`src/hdl/atds_map.vh`:
```
`ifndef ATDS_MAP_VH
`define ATDS_MAP_VH
// Register offsets
`define ATDS_OFS_DIAG_CTL 8'h5C
`define ATDS_OFS_DIAG_STAT 8'h5E
`define ATDS_OFS_REQ_MASK 8'h62
`define ATDS_OFS_TMO_STAT 8'h63
// Diagnostic status field positions
`define ATDS_DS_SEC_PERR 11
`define ATDS_DS_PRI_PERR 10
`define ATDS_DS_MS1 9
`define ATDS_DS_MS0 8
`define ATDS_DS_ARB_SERR 7
`define ATDS_DS_HS_SW 5
`define ATDS_DS_EXT_ARB 2
`define ATDS_DS_EE_BUSY 1
`define ATDS_DS_ARB_TMO 0
// Diagnostic control field position
`define ATDS_CTL_SERR_EN 7
// Request mask field positions and reset
`define ATDS_RM_AUTO 6
`define ATDS_RM_LINES_HI 3
`define ATDS_MASK_RST 4'h0
// Start timer limit in clocks
`define ATDS_TMO_CLKS 5'h10
`endif

```
`src/hdl/atds_unused_guard.v`:
```
`timescale 1ns/1ps
`default_nettype none
`default_nettype wire

```
`src/hdl/atds_arb_diag.v`:
```
// Our own choice: the address-and-strobe port.
`timescale 1ns/1ps
`default_nettype none
`include "atds_map.vh"

module atds_arb_diag (
	// Clock and reset
	input wire ref_clk,
	input wire nrst,
	// Register port
	input wire [7:0] reg_addr,
	input wire [15:0] reg_wdata,
	input wire reg_wr,
	input wire reg_rd,
	output reg [15:0] reg_rdata_r,
	// Secondary bus arbitration
	input wire [3:0] req_in,
	input wire frame_in,
	output reg [3:0] gnt_r,
	output reg serr_r,
	// Parity error events from bridge masters
	input wire par_err_sec,
	input wire par_err_pri,
	// Pin and block levels shown in status
	input wire mode_select_in0,
	input wire mode_select_in1_clkctl_strap,
	input wire secondary_multifunction_in,
	input wire ext_arb_en,
	input wire eeprom_busy
);

	// Flow in short
	// Grant goes to the lowest unmasked requester
	// Timer counts clocks from grant to frame
	// Sixteenth clock without frame ends the grant
	// Expiry sets the sticky summary flag
	// Expiry sets the flag of the granted line
	// Expiry masks that line if auto masking is on
	// Expiry pulses system error if reporting is on
	// Parity flags only record bridge master errors
	// Arbiter states
	localparam [1:0] ST_IDLE = 2'h0;
	localparam [1:0] ST_GNT = 2'h1;
	localparam [1:0] ST_BUSY = 2'h2;

	// Arbiter state and its next value
	reg [1:0] state_r;
	reg [1:0] state_nxt;
	// Cycles since grant without frame
	reg [4:0] cnt_r;
	reg [4:0] cnt_nxt;
	// Grant next value
	reg [3:0] gnt_nxt;
	// Start timeout pulse
	reg tmo_ev;

	// Software register state
	reg ctl_serr_en_r;
	reg ds_sec_perr_r;
	reg ds_pri_perr_r;
	reg ds_arb_serr_r;
	reg ds_arb_tmo_r;
	reg rm_auto_r;
	reg [3:0] rm_mask_r;
	reg [3:0] rm_mask_nxt;
	wire [3:0] tmo_flags;

	// Write decodes
	wire wr_ctl = reg_wr & (reg_addr == `ATDS_OFS_DIAG_CTL);
	wire wr_ds = reg_wr & (reg_addr == `ATDS_OFS_DIAG_STAT);
	wire wr_rm = reg_wr & (reg_addr == `ATDS_OFS_REQ_MASK);
	wire wr_ts = reg_wr & (reg_addr == `ATDS_OFS_TMO_STAT);

	// Write-one clear strobes; a zero bit leaves a flag alone
	wire clr_sec_perr = wr_ds & reg_wdata[`ATDS_DS_SEC_PERR];
	wire clr_pri_perr = wr_ds & reg_wdata[`ATDS_DS_PRI_PERR];
	wire clr_arb_serr = wr_ds & reg_wdata[`ATDS_DS_ARB_SERR];
	wire clr_arb_tmo = wr_ds & reg_wdata[`ATDS_DS_ARB_TMO];
	// Per-line clear strobes for the timeout flags
	wire [3:0] clr_line = {4{wr_ts}} & reg_wdata[`ATDS_RM_LINES_HI:0];

	// Requests the arbiter may see
	wire [3:0] elig = req_in & ~rm_mask_r;
	// Timeout with error reporting enabled
	wire serr_ev = tmo_ev & ctl_serr_en_r;
	// Timer at its last count before expiry
	wire tmo_hit = (cnt_r == (`ATDS_TMO_CLKS - 5'h1));
	// Granted line still asking and unmasked
	wire gnt_live = |(gnt_r & elig);

	// Fixed priority pick, one stage per line
	// Line zero has the highest priority
	// A line wins only if no lower line is eligible
	wire [3:0] pick; // One-hot winner among eligible lines
	wire [3:0] below; // Some lower line is eligible
	genvar p;
	generate
		for (p = 0; p < 4; p = p + 1) begin : g_pick
			if (p == 0) begin : g_first
				// Nothing ranks above line zero
				assign below[p] = 1'b0;
			end else begin : g_rest
				// Carry lower requests upward
				assign below[p] = below[p - 1] | elig[p - 1];
			end
			// Winner bit for this line
			assign pick[p] = elig[p] & ~below[p];
		end
	endgenerate

	// Arbiter next-state logic
	// Idle: grant the winner, clear the timer
	// Granted: wait for frame, drop, or expire
	// Busy: keep the grant while frame stands
	// Timer check comes after the drop check,
	// so a withdrawn line never times out
	// Expiry is a one-clock event
	always @* begin
		state_nxt = state_r;
		cnt_nxt = cnt_r;
		gnt_nxt = gnt_r;
		tmo_ev = 1'b0;
		case (state_r)
			ST_IDLE: begin
				// Grant only unmasked requesters
				if (|elig) begin
					gnt_nxt = pick;
					cnt_nxt = 5'h0;
					state_nxt = ST_GNT;
				end
			end
			ST_GNT: begin
				if (frame_in) begin
					// Master started; timer stops
					state_nxt = ST_BUSY;
				end else if (!gnt_live) begin
					// Request dropped or masked
					gnt_nxt = 4'h0;
					state_nxt = ST_IDLE;
				end else if (tmo_hit) begin
					// Sixteen clocks without frame
					tmo_ev = 1'b1;
					gnt_nxt = 4'h0;
					state_nxt = ST_IDLE;
				end else begin
					cnt_nxt = cnt_r + 5'h1;
				end
			end
			ST_BUSY: begin
				// Hold grant until frame released
				if (!frame_in) begin
					gnt_nxt = 4'h0;
					state_nxt = ST_IDLE;
				end
			end
			default: begin
				// Unused code, recover to idle
				gnt_nxt = 4'h0;
				state_nxt = ST_IDLE;
			end
		endcase
	end

	// Arbiter state register
	always @(posedge ref_clk or negedge nrst) begin
		if (!nrst) begin
			// Start idle
			state_r <= ST_IDLE;
		end else begin
			// Follow the next-state logic
			state_r <= state_nxt;
		end
	end

	// Start timer register
	// Counts clocks since the grant went out
	always @(posedge ref_clk or negedge nrst) begin
		if (!nrst) begin
			// Timer at zero
			cnt_r <= 5'h0;
		end else begin
			// Restarted on grant, held once frame seen
			cnt_r <= cnt_nxt;
		end
	end

	// Grant register
	// Straight from a flop, so no decode glitches
	always @(posedge ref_clk or negedge nrst) begin
		if (!nrst) begin
			// No line granted
			gnt_r <= 4'h0;
		end else begin
			// One-hot or zero
			gnt_r <= gnt_nxt;
		end
	end

	// System error pulse
	// One clock per reported expiry
	always @(posedge ref_clk or negedge nrst) begin
		if (!nrst) begin
			// Quiet after reset
			serr_r <= 1'b0;
		end else begin
			// Follows the gated expiry event
			serr_r <= serr_ev;
		end
	end

	// Request mask next value; auto set wins over write
	// Software write lands first, expiry ORs on top
	// A line cannot dodge masking by a racing write
	// Software clears an auto mask by writing zero
	always @* begin
		rm_mask_nxt = rm_mask_r;
		if (wr_rm)
			rm_mask_nxt = reg_wdata[`ATDS_RM_LINES_HI:0];
		if (tmo_ev & rm_auto_r)
			rm_mask_nxt = rm_mask_nxt | gnt_r;
	end

	// Error reporting enable in the control word
	// Off after reset, so expiry stays silent
	always @(posedge ref_clk or negedge nrst) begin
		if (!nrst) begin
			// Reporting disabled
			ctl_serr_en_r <= 1'b0;
		end else if (wr_ctl) begin
			// Only the enable bit of the word is kept
			ctl_serr_en_r <= reg_wdata[`ATDS_CTL_SERR_EN];
		end
	end

	// Automatic masking enable
	// Off after reset, so no line masks itself
	always @(posedge ref_clk or negedge nrst) begin
		if (!nrst) begin
			// Automatic masking off
			rm_auto_r <= 1'b0;
		end else if (wr_rm) begin
			// Software sets or clears it
			rm_auto_r <= reg_wdata[`ATDS_RM_AUTO];
		end
	end

	// Request line masks
	// Reset leaves every line usable
	always @(posedge ref_clk or negedge nrst) begin
		if (!nrst) begin
			// All lines usable
			rm_mask_r <= `ATDS_MASK_RST;
		end else begin
			// Write and automatic masking merged
			rm_mask_r <= rm_mask_nxt;
		end
	end

	// Secondary side parity error flag
	// An event in the clear cycle keeps it set
	always @(posedge ref_clk or negedge nrst) begin
		if (!nrst) begin
			// Clear after reset
			ds_sec_perr_r <= 1'b0;
		end else if (par_err_sec) begin
			// Event sets, even against a clear
			ds_sec_perr_r <= 1'b1;
		end else if (clr_sec_perr) begin
			// Write one clears
			ds_sec_perr_r <= 1'b0;
		end
	end

	// Primary side parity error flag
	// An event in the clear cycle keeps it set
	always @(posedge ref_clk or negedge nrst) begin
		if (!nrst) begin
			// Clear after reset
			ds_pri_perr_r <= 1'b0;
		end else if (par_err_pri) begin
			// Event sets, even against a clear
			ds_pri_perr_r <= 1'b1;
		end else if (clr_pri_perr) begin
			// Write one clears
			ds_pri_perr_r <= 1'b0;
		end
	end

	// System error from arbiter timer
	// Only reported expiries reach this flag
	always @(posedge ref_clk or negedge nrst) begin
		if (!nrst) begin
			// Clear after reset
			ds_arb_serr_r <= 1'b0;
		end else if (serr_ev) begin
			// Event sets, even against a clear
			ds_arb_serr_r <= 1'b1;
		end else if (clr_arb_serr) begin
			// Write one clears
			ds_arb_serr_r <= 1'b0;
		end
	end

	// Any start timeout, reported or not
	// Summary of all lines in one flag
	always @(posedge ref_clk or negedge nrst) begin
		if (!nrst) begin
			// Clear after reset
			ds_arb_tmo_r <= 1'b0;
		end else if (tmo_ev) begin
			// Event sets, even against a clear
			ds_arb_tmo_r <= 1'b1;
		end else if (clr_arb_tmo) begin
			// Write one clears
			ds_arb_tmo_r <= 1'b0;
		end
	end

	// Per-line timeout flags
	// The expiring grant names the line to flag
	// Set wins over a clear in the same clock
	// Upper reserved bits have no flops at all
	genvar g;
	generate
		for (g = 0; g < 4; g = g + 1) begin : g_tmo
			reg flag_r;
			// Set by this line's timeout, write one clears
			always @(posedge ref_clk or negedge nrst) begin
				if (!nrst) begin
					flag_r <= 1'b0;
				end else begin
					// Event for this line sets, write one clears
					flag_r <= (tmo_ev & gnt_r[g]) | (flag_r & ~clr_line[g]);
				end
			end
			assign tmo_flags[g] = flag_r;
		end
	endgenerate

	// Read images; reserved bits are zero
	// Pin levels go out live, as sampled now
	// Writes never reach read-only fields
	wire [15:0] img_ctl = {8'h00, ctl_serr_en_r, 7'h00};
	wire [15:0] img_ds = {4'h0,
		ds_sec_perr_r,
		ds_pri_perr_r,
		mode_select_in1_clkctl_strap,
		mode_select_in0,
		ds_arb_serr_r,
		1'b0,
		secondary_multifunction_in,
		2'h0,
		ext_arb_en,
		eeprom_busy,
		ds_arb_tmo_r};
	wire [15:0] img_rm = {8'h00, 1'b0, rm_auto_r, 2'h0, rm_mask_r};
	wire [15:0] img_ts = {12'h000, tmo_flags};

	// Read data, one cycle after the strobe
	// Zero outside the answer cycle
	// Keeps stale data off the bus
	always @(posedge ref_clk or negedge nrst) begin
		if (!nrst) begin
			reg_rdata_r <= 16'h0000;
		end else if (reg_rd) begin
			case (reg_addr)
				`ATDS_OFS_DIAG_CTL: reg_rdata_r <= img_ctl;
				`ATDS_OFS_DIAG_STAT: reg_rdata_r <= img_ds;
				`ATDS_OFS_REQ_MASK: reg_rdata_r <= img_rm;
				`ATDS_OFS_TMO_STAT: reg_rdata_r <= img_ts;
				// Unmapped reads return zero
				default: reg_rdata_r <= 16'h0000;
			endcase
		end else begin
			reg_rdata_r <= 16'h0000;
		end
	end

endmodule // atds_arb_diag
`default_nettype wire

```
`config.mk`:
```
export PLATFORM = sky130hd
export DESIGN_NAME = atds_arb_diag
export DESIGN_NICKNAME = d
export VERILOG_FILES = /design/src/hdl/atds_unused_guard.v /design/src/hdl/atds_arb_diag.v
export VERILOG_INCLUDE_DIRS = /design/src /design/src/hdl
export SDC_FILE = /design/constraint.sdc
export NUM_CORES = 1
export LEC_CHECK = 0
export BUFFER_PORTS_ARGS = -buffer_cell sky130_fd_sc_hd__buf_2
export CORE_MARGIN = 2
export CORE_UTILIZATION = 49
export DETAILED_ROUTE_END_ITERATION = 8
export HOLD_SLACK_MARGIN = 0.06
export PLACE_DENSITY = 0.78
export SYNTH_ARGS = -nofsm -noshare
export SYNTH_HDL_FRONTEND = slang
export SYNTH_SLANG_ARGS = --single-unit
```
`constraint.sdc`:
```
create_clock -name ref_clk -period 2.8 [get_ports ref_clk]
set_clock_uncertainty 0.1 [all_clocks]
set_input_delay 0.28 -clock ref_clk [delete_from_list [all_inputs] [get_ports ref_clk]]
set_output_delay 0.28 -clock ref_clk [all_outputs]
set_load 0.005 [all_outputs]
```
=== Word level (Yosys, flattened, before mapping) ===
Index checks and enable logic that the tools add are counted.

* Add/sub/neg operators: 1
* Eq/ne operators: 14
* Multiplexer cells: 33
* Bitwise gates (word level): 39
* Reduce and logical (&&, ||, !) cells: 11

{| class="wikitable"
|+ Operator list
! cell !! count
|-
| $pmux 12 s4 || 1
|-
| $eq 8x7->1 const B || 4
|-
| $mux 4 || 7
|-
| $and 1x1->1 || 21
|-
| $mux 5 || 4
|-
| $mux 16 || 1
|-
| $and 4x4->4 || 3
|-
| $mux 1 || 12
|-
| $pmux 4 s3 || 1
|-
| $mux 2 || 5
|-
| $ne 2x2->1 const B || 5
|-
| $pmux 5 s2 || 1
|-
| $reduce_bool 2->1 || 5
|-
| $reduce_or 4->1 || 2
|-
| $not 1->1 || 7
|-
| $or 1x1->1 || 6
|-
| $pmux 2 s3 || 1
|-
| $add 5x1->5 const B || 1
|-
| $eq 5x4->1 const B || 1
|-
| $reduce_and 5->1 || 1
|-
| $ne 4x4->1 const B || 1
|-
| $not 4->4 || 1
|-
| $or 4x4->4 || 1
|-
| $reduce_and 4->1 || 1
|-
| 5 further kinds || 5
|}

* Flip-flop bits (word level): 42
* Output and inout port bits: 21
* Word-level logic and storage cells: 114

=== Depth between registers and ports, before layout ===
* Depth after elaboration: 9
* Mapped depth: 8

=== Worst setup path before layout ===
No wires, ideal clock.

* Kind: reg-to-reg
* From: register cnt_r[0]
* To: register cnt_r[3]
* Library setup time: 0.083 ns
* Data arrival time: 1.875 ns
* Data required time: 2.617 ns
* Slack: 0.742 ns
* Cell stages (with the launch flop): 9
* Path buffers: 0
* Clock period less this slack: 2.058 ns
* Cell sequence: dfrtp_1 ha_1 and3_1 ha_1 o21a_1 nor2_1 o21ai_0 or4_1 o21ai_0

* Word-level cells in the longest chain between the ends: 5
* Elaborated cells between the ends (all ways): 8

{| class="wikitable"
|+ Ends and longest elaborated chain
! item !! line !! source
|-
| start, declared || atds_arb_diag.v:50 || <nowiki>reg [4:0] cnt_r;</nowiki>
|-
| start signal, assigned || atds_arb_diag.v:183 || <nowiki>cnt_r <= cnt_nxt;</nowiki>
|-
| $add 5x1->5 || atds_arb_diag.v:146 || <nowiki>cnt_nxt = cnt_r + 5'h1;</nowiki>
|-
| $mux 5 || atds_arb_diag.v:140 || <nowiki>end else if (tmo_hit) begin</nowiki>
|-
| $mux 5 || atds_arb_diag.v:136 || <nowiki>end else if (!gnt_live) begin</nowiki>
|-
| $mux 5 || atds_arb_diag.v:133 || <nowiki>if (frame_in) begin</nowiki>
|-
| $pmux 5 s2 || atds_arb_diag.v:123 || <nowiki>case (state_r)</nowiki>
|}

Several ways; a longest one is shown, not always the timed one. The select of a mux whose other input is x is not followed.
A chain may end at the register's enable or synchronous reset.

=== Final worst setup path ===
* From: input reg_addr[7]
* To: register rm_mask_r[0]

* Word-level cells in the longest chain between the ends: 5

{| class="wikitable"
|+ Ends and longest elaborated chain
! item !! line !! source
|-
| start, declared || atds_arb_diag.v:11 || <nowiki>input wire [7:0] reg_addr,</nowiki>
|-
| $eq 8x7->1 * || -- ||
|-
| $and 1x1->1 * || atds_arb_diag.v:71 || <nowiki>wire wr_rm = reg_wr & (reg_addr == `ATDS_OFS_REQ_MASK);</nowiki>
|-
| $mux 4 * || atds_arb_diag.v:217 || <nowiki>if (wr_rm)</nowiki>
|-
| $or 4x4->4 || atds_arb_diag.v:220 || <nowiki>rm_mask_nxt = rm_mask_nxt | gnt_r;</nowiki>
|-
| $mux 4 * || atds_arb_diag.v:219 || <nowiki>if (tmo_ev & rm_auto_r)</nowiki>
|-
| named net rm_mask_nxt[0] || atds_arb_diag.v:65 || <nowiki>reg [3:0] rm_mask_nxt;</nowiki>
|-
| end signal, assigned || atds_arb_diag.v:252 || <nowiki>rm_mask_r <= `ATDS_MASK_RST;</nowiki>
|-
| end signal, assigned || atds_arb_diag.v:255 || <nowiki>rm_mask_r <= rm_mask_nxt;</nowiki>
|-
| end, declared || atds_arb_diag.v:64 || <nowiki>reg [3:0] rm_mask_r;</nowiki>
|}

The timed path passes the listed nets; every way through them passes the cells marked *.

==> results.yml <==
outcome:
  outcome: "completed"
final_layout:
  register_area_um2: 926
  area_growth_pct: 23.4
  antenna_cells: 0
  multiInputGateArea_um2: 787
  instances_no_fill: 269
  final_area_mm2: 0.00218
  fillers: 275
  drive_gt1_share_pct: 28.3
  fin_nets: 264
timing:
  final.setup.tns_ns: 0
  worst_pin_slew_ns: 0.799
  setup-violations-final: 0
  layout_worst_path_cycle_share_pct: 85.1
  max-slew-margin-rel_pct: 46.8
  rsz0062_at_grt: "false"
  finalWorstSetupSlack_ns: 0.416
  layout_min_cycle_time_ns: 2.38
  clock.fmax_mhz: 419
  finalMaxSlewViolations: 0
  hold_viol: 0
logic_synthesis:
  synth.yosys.seq_area_share_pct: 52.4
  synth_edf_count: 0
  syn_inst: 162
  synth-main-ff-cell: "dfrtp_1"
  netlist_top_cells_count: "37 x dfrtp_1, 11 x nand2_1, 9 x nor2_1, 8 x a21oi_1"
  avgSynthCellArea_um2: 10.9
  syn_area_mm2: 0.00177
  yosysTopAreaCell: "dfrtp_1"
  netlist.area_leader.share_pct: 52.4
  async_reset_ff_share_pct: 100
  synth_seq_cells: 37
  ys_types: 40
  synth_warnings: 0
  synthTopCellsByArea: "dfrtp_1 52%, mux2i_1 2.8%, mux2_1 2.5%"
  synth_most_common_cell: "dfrtp_1"
setup_path:
  endpoint_kind: "flop"
  worst_ep_arrival_time_ns: 2.53
  startpoint_type: "input port"
  worstSetupPathType: "input port to flop"
  path_max_fanout: 5
  reg2regPathDepth: 8
  critPathRequiredTime_ns: 2.94
cts:
  clkTransAtPathRegs_ns: 0.11
  cts_setup_buffers: 0
  clock_sinks: 37
  root_buffer: "clkbuf_4"
  numCtsBuffers: 5
  cts_resized: 0
  clock_latency_ns: 0.35
  cts_tree: "yes"
  clockBufferDepth: 2
  htreeDepth: 2
global_route:
  track_usage_pct: 18.2
  grt_pass1_wl_um: 5880
  gr-total-overflow: 0
  grt_pass1_vias: 1350
  antenna_found_initial: 0
  grt_max_degree: 38
route:
  wire_per_inst_um: 12.7
  ant_nets: 0
  firstDrtPassIters: 4
  drtIter0Drc: 88
  avgViaCountPerCell: 5.11
  num_vias: 1374
  drc: 0
  totalWireLength_um: 3430
floorplan:
  die_w_um: 64.1
  placementRows: 21
  start_util_pct: 52.2
  fp.dieH_um: 64.1
  core_mm2: 0.00339
  dieArea_mm2: 0.00410
  ios: 61
placement:
  place_area_mm2: 0.00204
  io_buffer_count: 47
  routabilityCongestion: 0.845
  dp_hpwl_um: 2470
  placed_cells: 253
  dpl_worst_slack_ns: 0.556
power_and_ir_drop:
  p_per_area_mw_per_mm2: 540
  vdd_drop_max_mv: 0.440
  total_power_uw: 1180
  power_leakage_uw: 0.00110
min_path:
  hp-class: "input port to flop"
  hold_path_depth: 2
run:
  maxCapViolations: 0
==> registers in the layout, summed over array words and instances (netlist names) <==
register       count
ds_pri_perr_r      1
ctl_serr_en_r      1
ds_sec_perr_r      1
gnt_r              4
rm_mask_r          4
rm_auto_r          1
ds_arb_serr_r      1
reg_rdata_r       11
cnt_r              5
ds_arb_tmo_r       1
g_tmo.flag_r       4
state_r            2
serr_r             1
==> final timing paths <==
kind                                      startpoint                        end  slack [ns]
setup / recovery                         reg_addr[7]     rm_mask_r[0]$_DFF_PN0_        0.42
hold / removal                          reg_wdata[7]  ctl_serr_en_r$_DFFE_PN0P_        0.07
setup reg to reg                cnt_r[0]$_DFFE_PN0P_       cnt_r[3]$_DFFE_PN0P_        0.56
hold reg to reg            ds_pri_perr_r$_DFFE_PN0P_  reg_rdata_r[10]$_DFF_PN0_        0.37
max in group asynchronous                       nrst       cnt_r[0]$_DFFE_PN0P_        1.64
min in group asynchronous                       nrst      rm_auto_r$_DFFE_PN0N_        0.44
==> layout make-up <==
cell class	instances	area share, %
Clock buffer	6	2.35
Clock inverter	2	0.631
Inverter	6	1.03
Multi-Input combinational cell	116	36.1
Sequential cell	37	42.5
Tap cell	46	2.64
Timing Repair Buffer	56	14.8
==> kinds of logic (layout without fill, tap and decap cells) <==
logic type      after synthesis  after routing  share of synthesized area, %
compound gates               35             35                          13.6
fa+ha+maj                     2              2                          1.42
buf+inv                      13             70                          3.96
flops                        37             37                          52.4
mux                          11             11                          6.65
other cells                   1              5                         0.212
simple gates                 63             63                          21.8
==> timing repair <==
action | CTS | global route
hold buffers | 8 | 0
endpoints found under the hold margin | 44 | 0
setup endpoints to repair | 0 | 0
==> placed cells by master, fill, tap and decap left out, drive strengths merged, types with 6 or more instances in the layout <==
master | netlist | final
dfrtp | 37 | 37
mux2 | 6 | 6
o21ai | 7 | 7
and2 | 6 | 6
buf | 7 | 48
inv | 6 | 6
nor2 | 9 | 9
nand2 | 11 | 11
a21oi | 8 | 8
dlygate4sd3 | 0 | 8
nand2b | 7 | 7
clkbuf | 0 | 6
==> layer usage <==
layer,global-route usage [%],routed length [um],vias up
li1,-,-,696
met1,24.9,1690,638
met2,28.6,1500,33
met3,3.87,190,7
met4,6.52,52,0
met5,0,0,-
==> stage by stage <==
step | hold WS [ns] | util (%)
final | 0.0740 | 64.3
after global routing | 0.0646 | 64.3
after CTS | 0.0651 | 64.3
after detailed placement | 0.315 | 60.1
after global placement | 0.313 | 60.1
after floorplan | -0.116 | -
==> critical path: stages <==
cell and delay (ns):
dlygate4sd3_1 0.53, buf_2 0.13, nand3b_4 0.16, or4_4 0.54
nor3b_4 0.35, mux2_1 0.35, a31o_1 0.19
==> where the power goes <==
| part | total [uW] | internal (uW) | switching [uW] |
|---|---|---|---|
| clock network | 302 | 122 | 180 |
| registers | 626 | 575 | 51.2 |
| logic | 249 | 109 | 140 |
No activity file was read; power rests on OpenSTA's default activity.
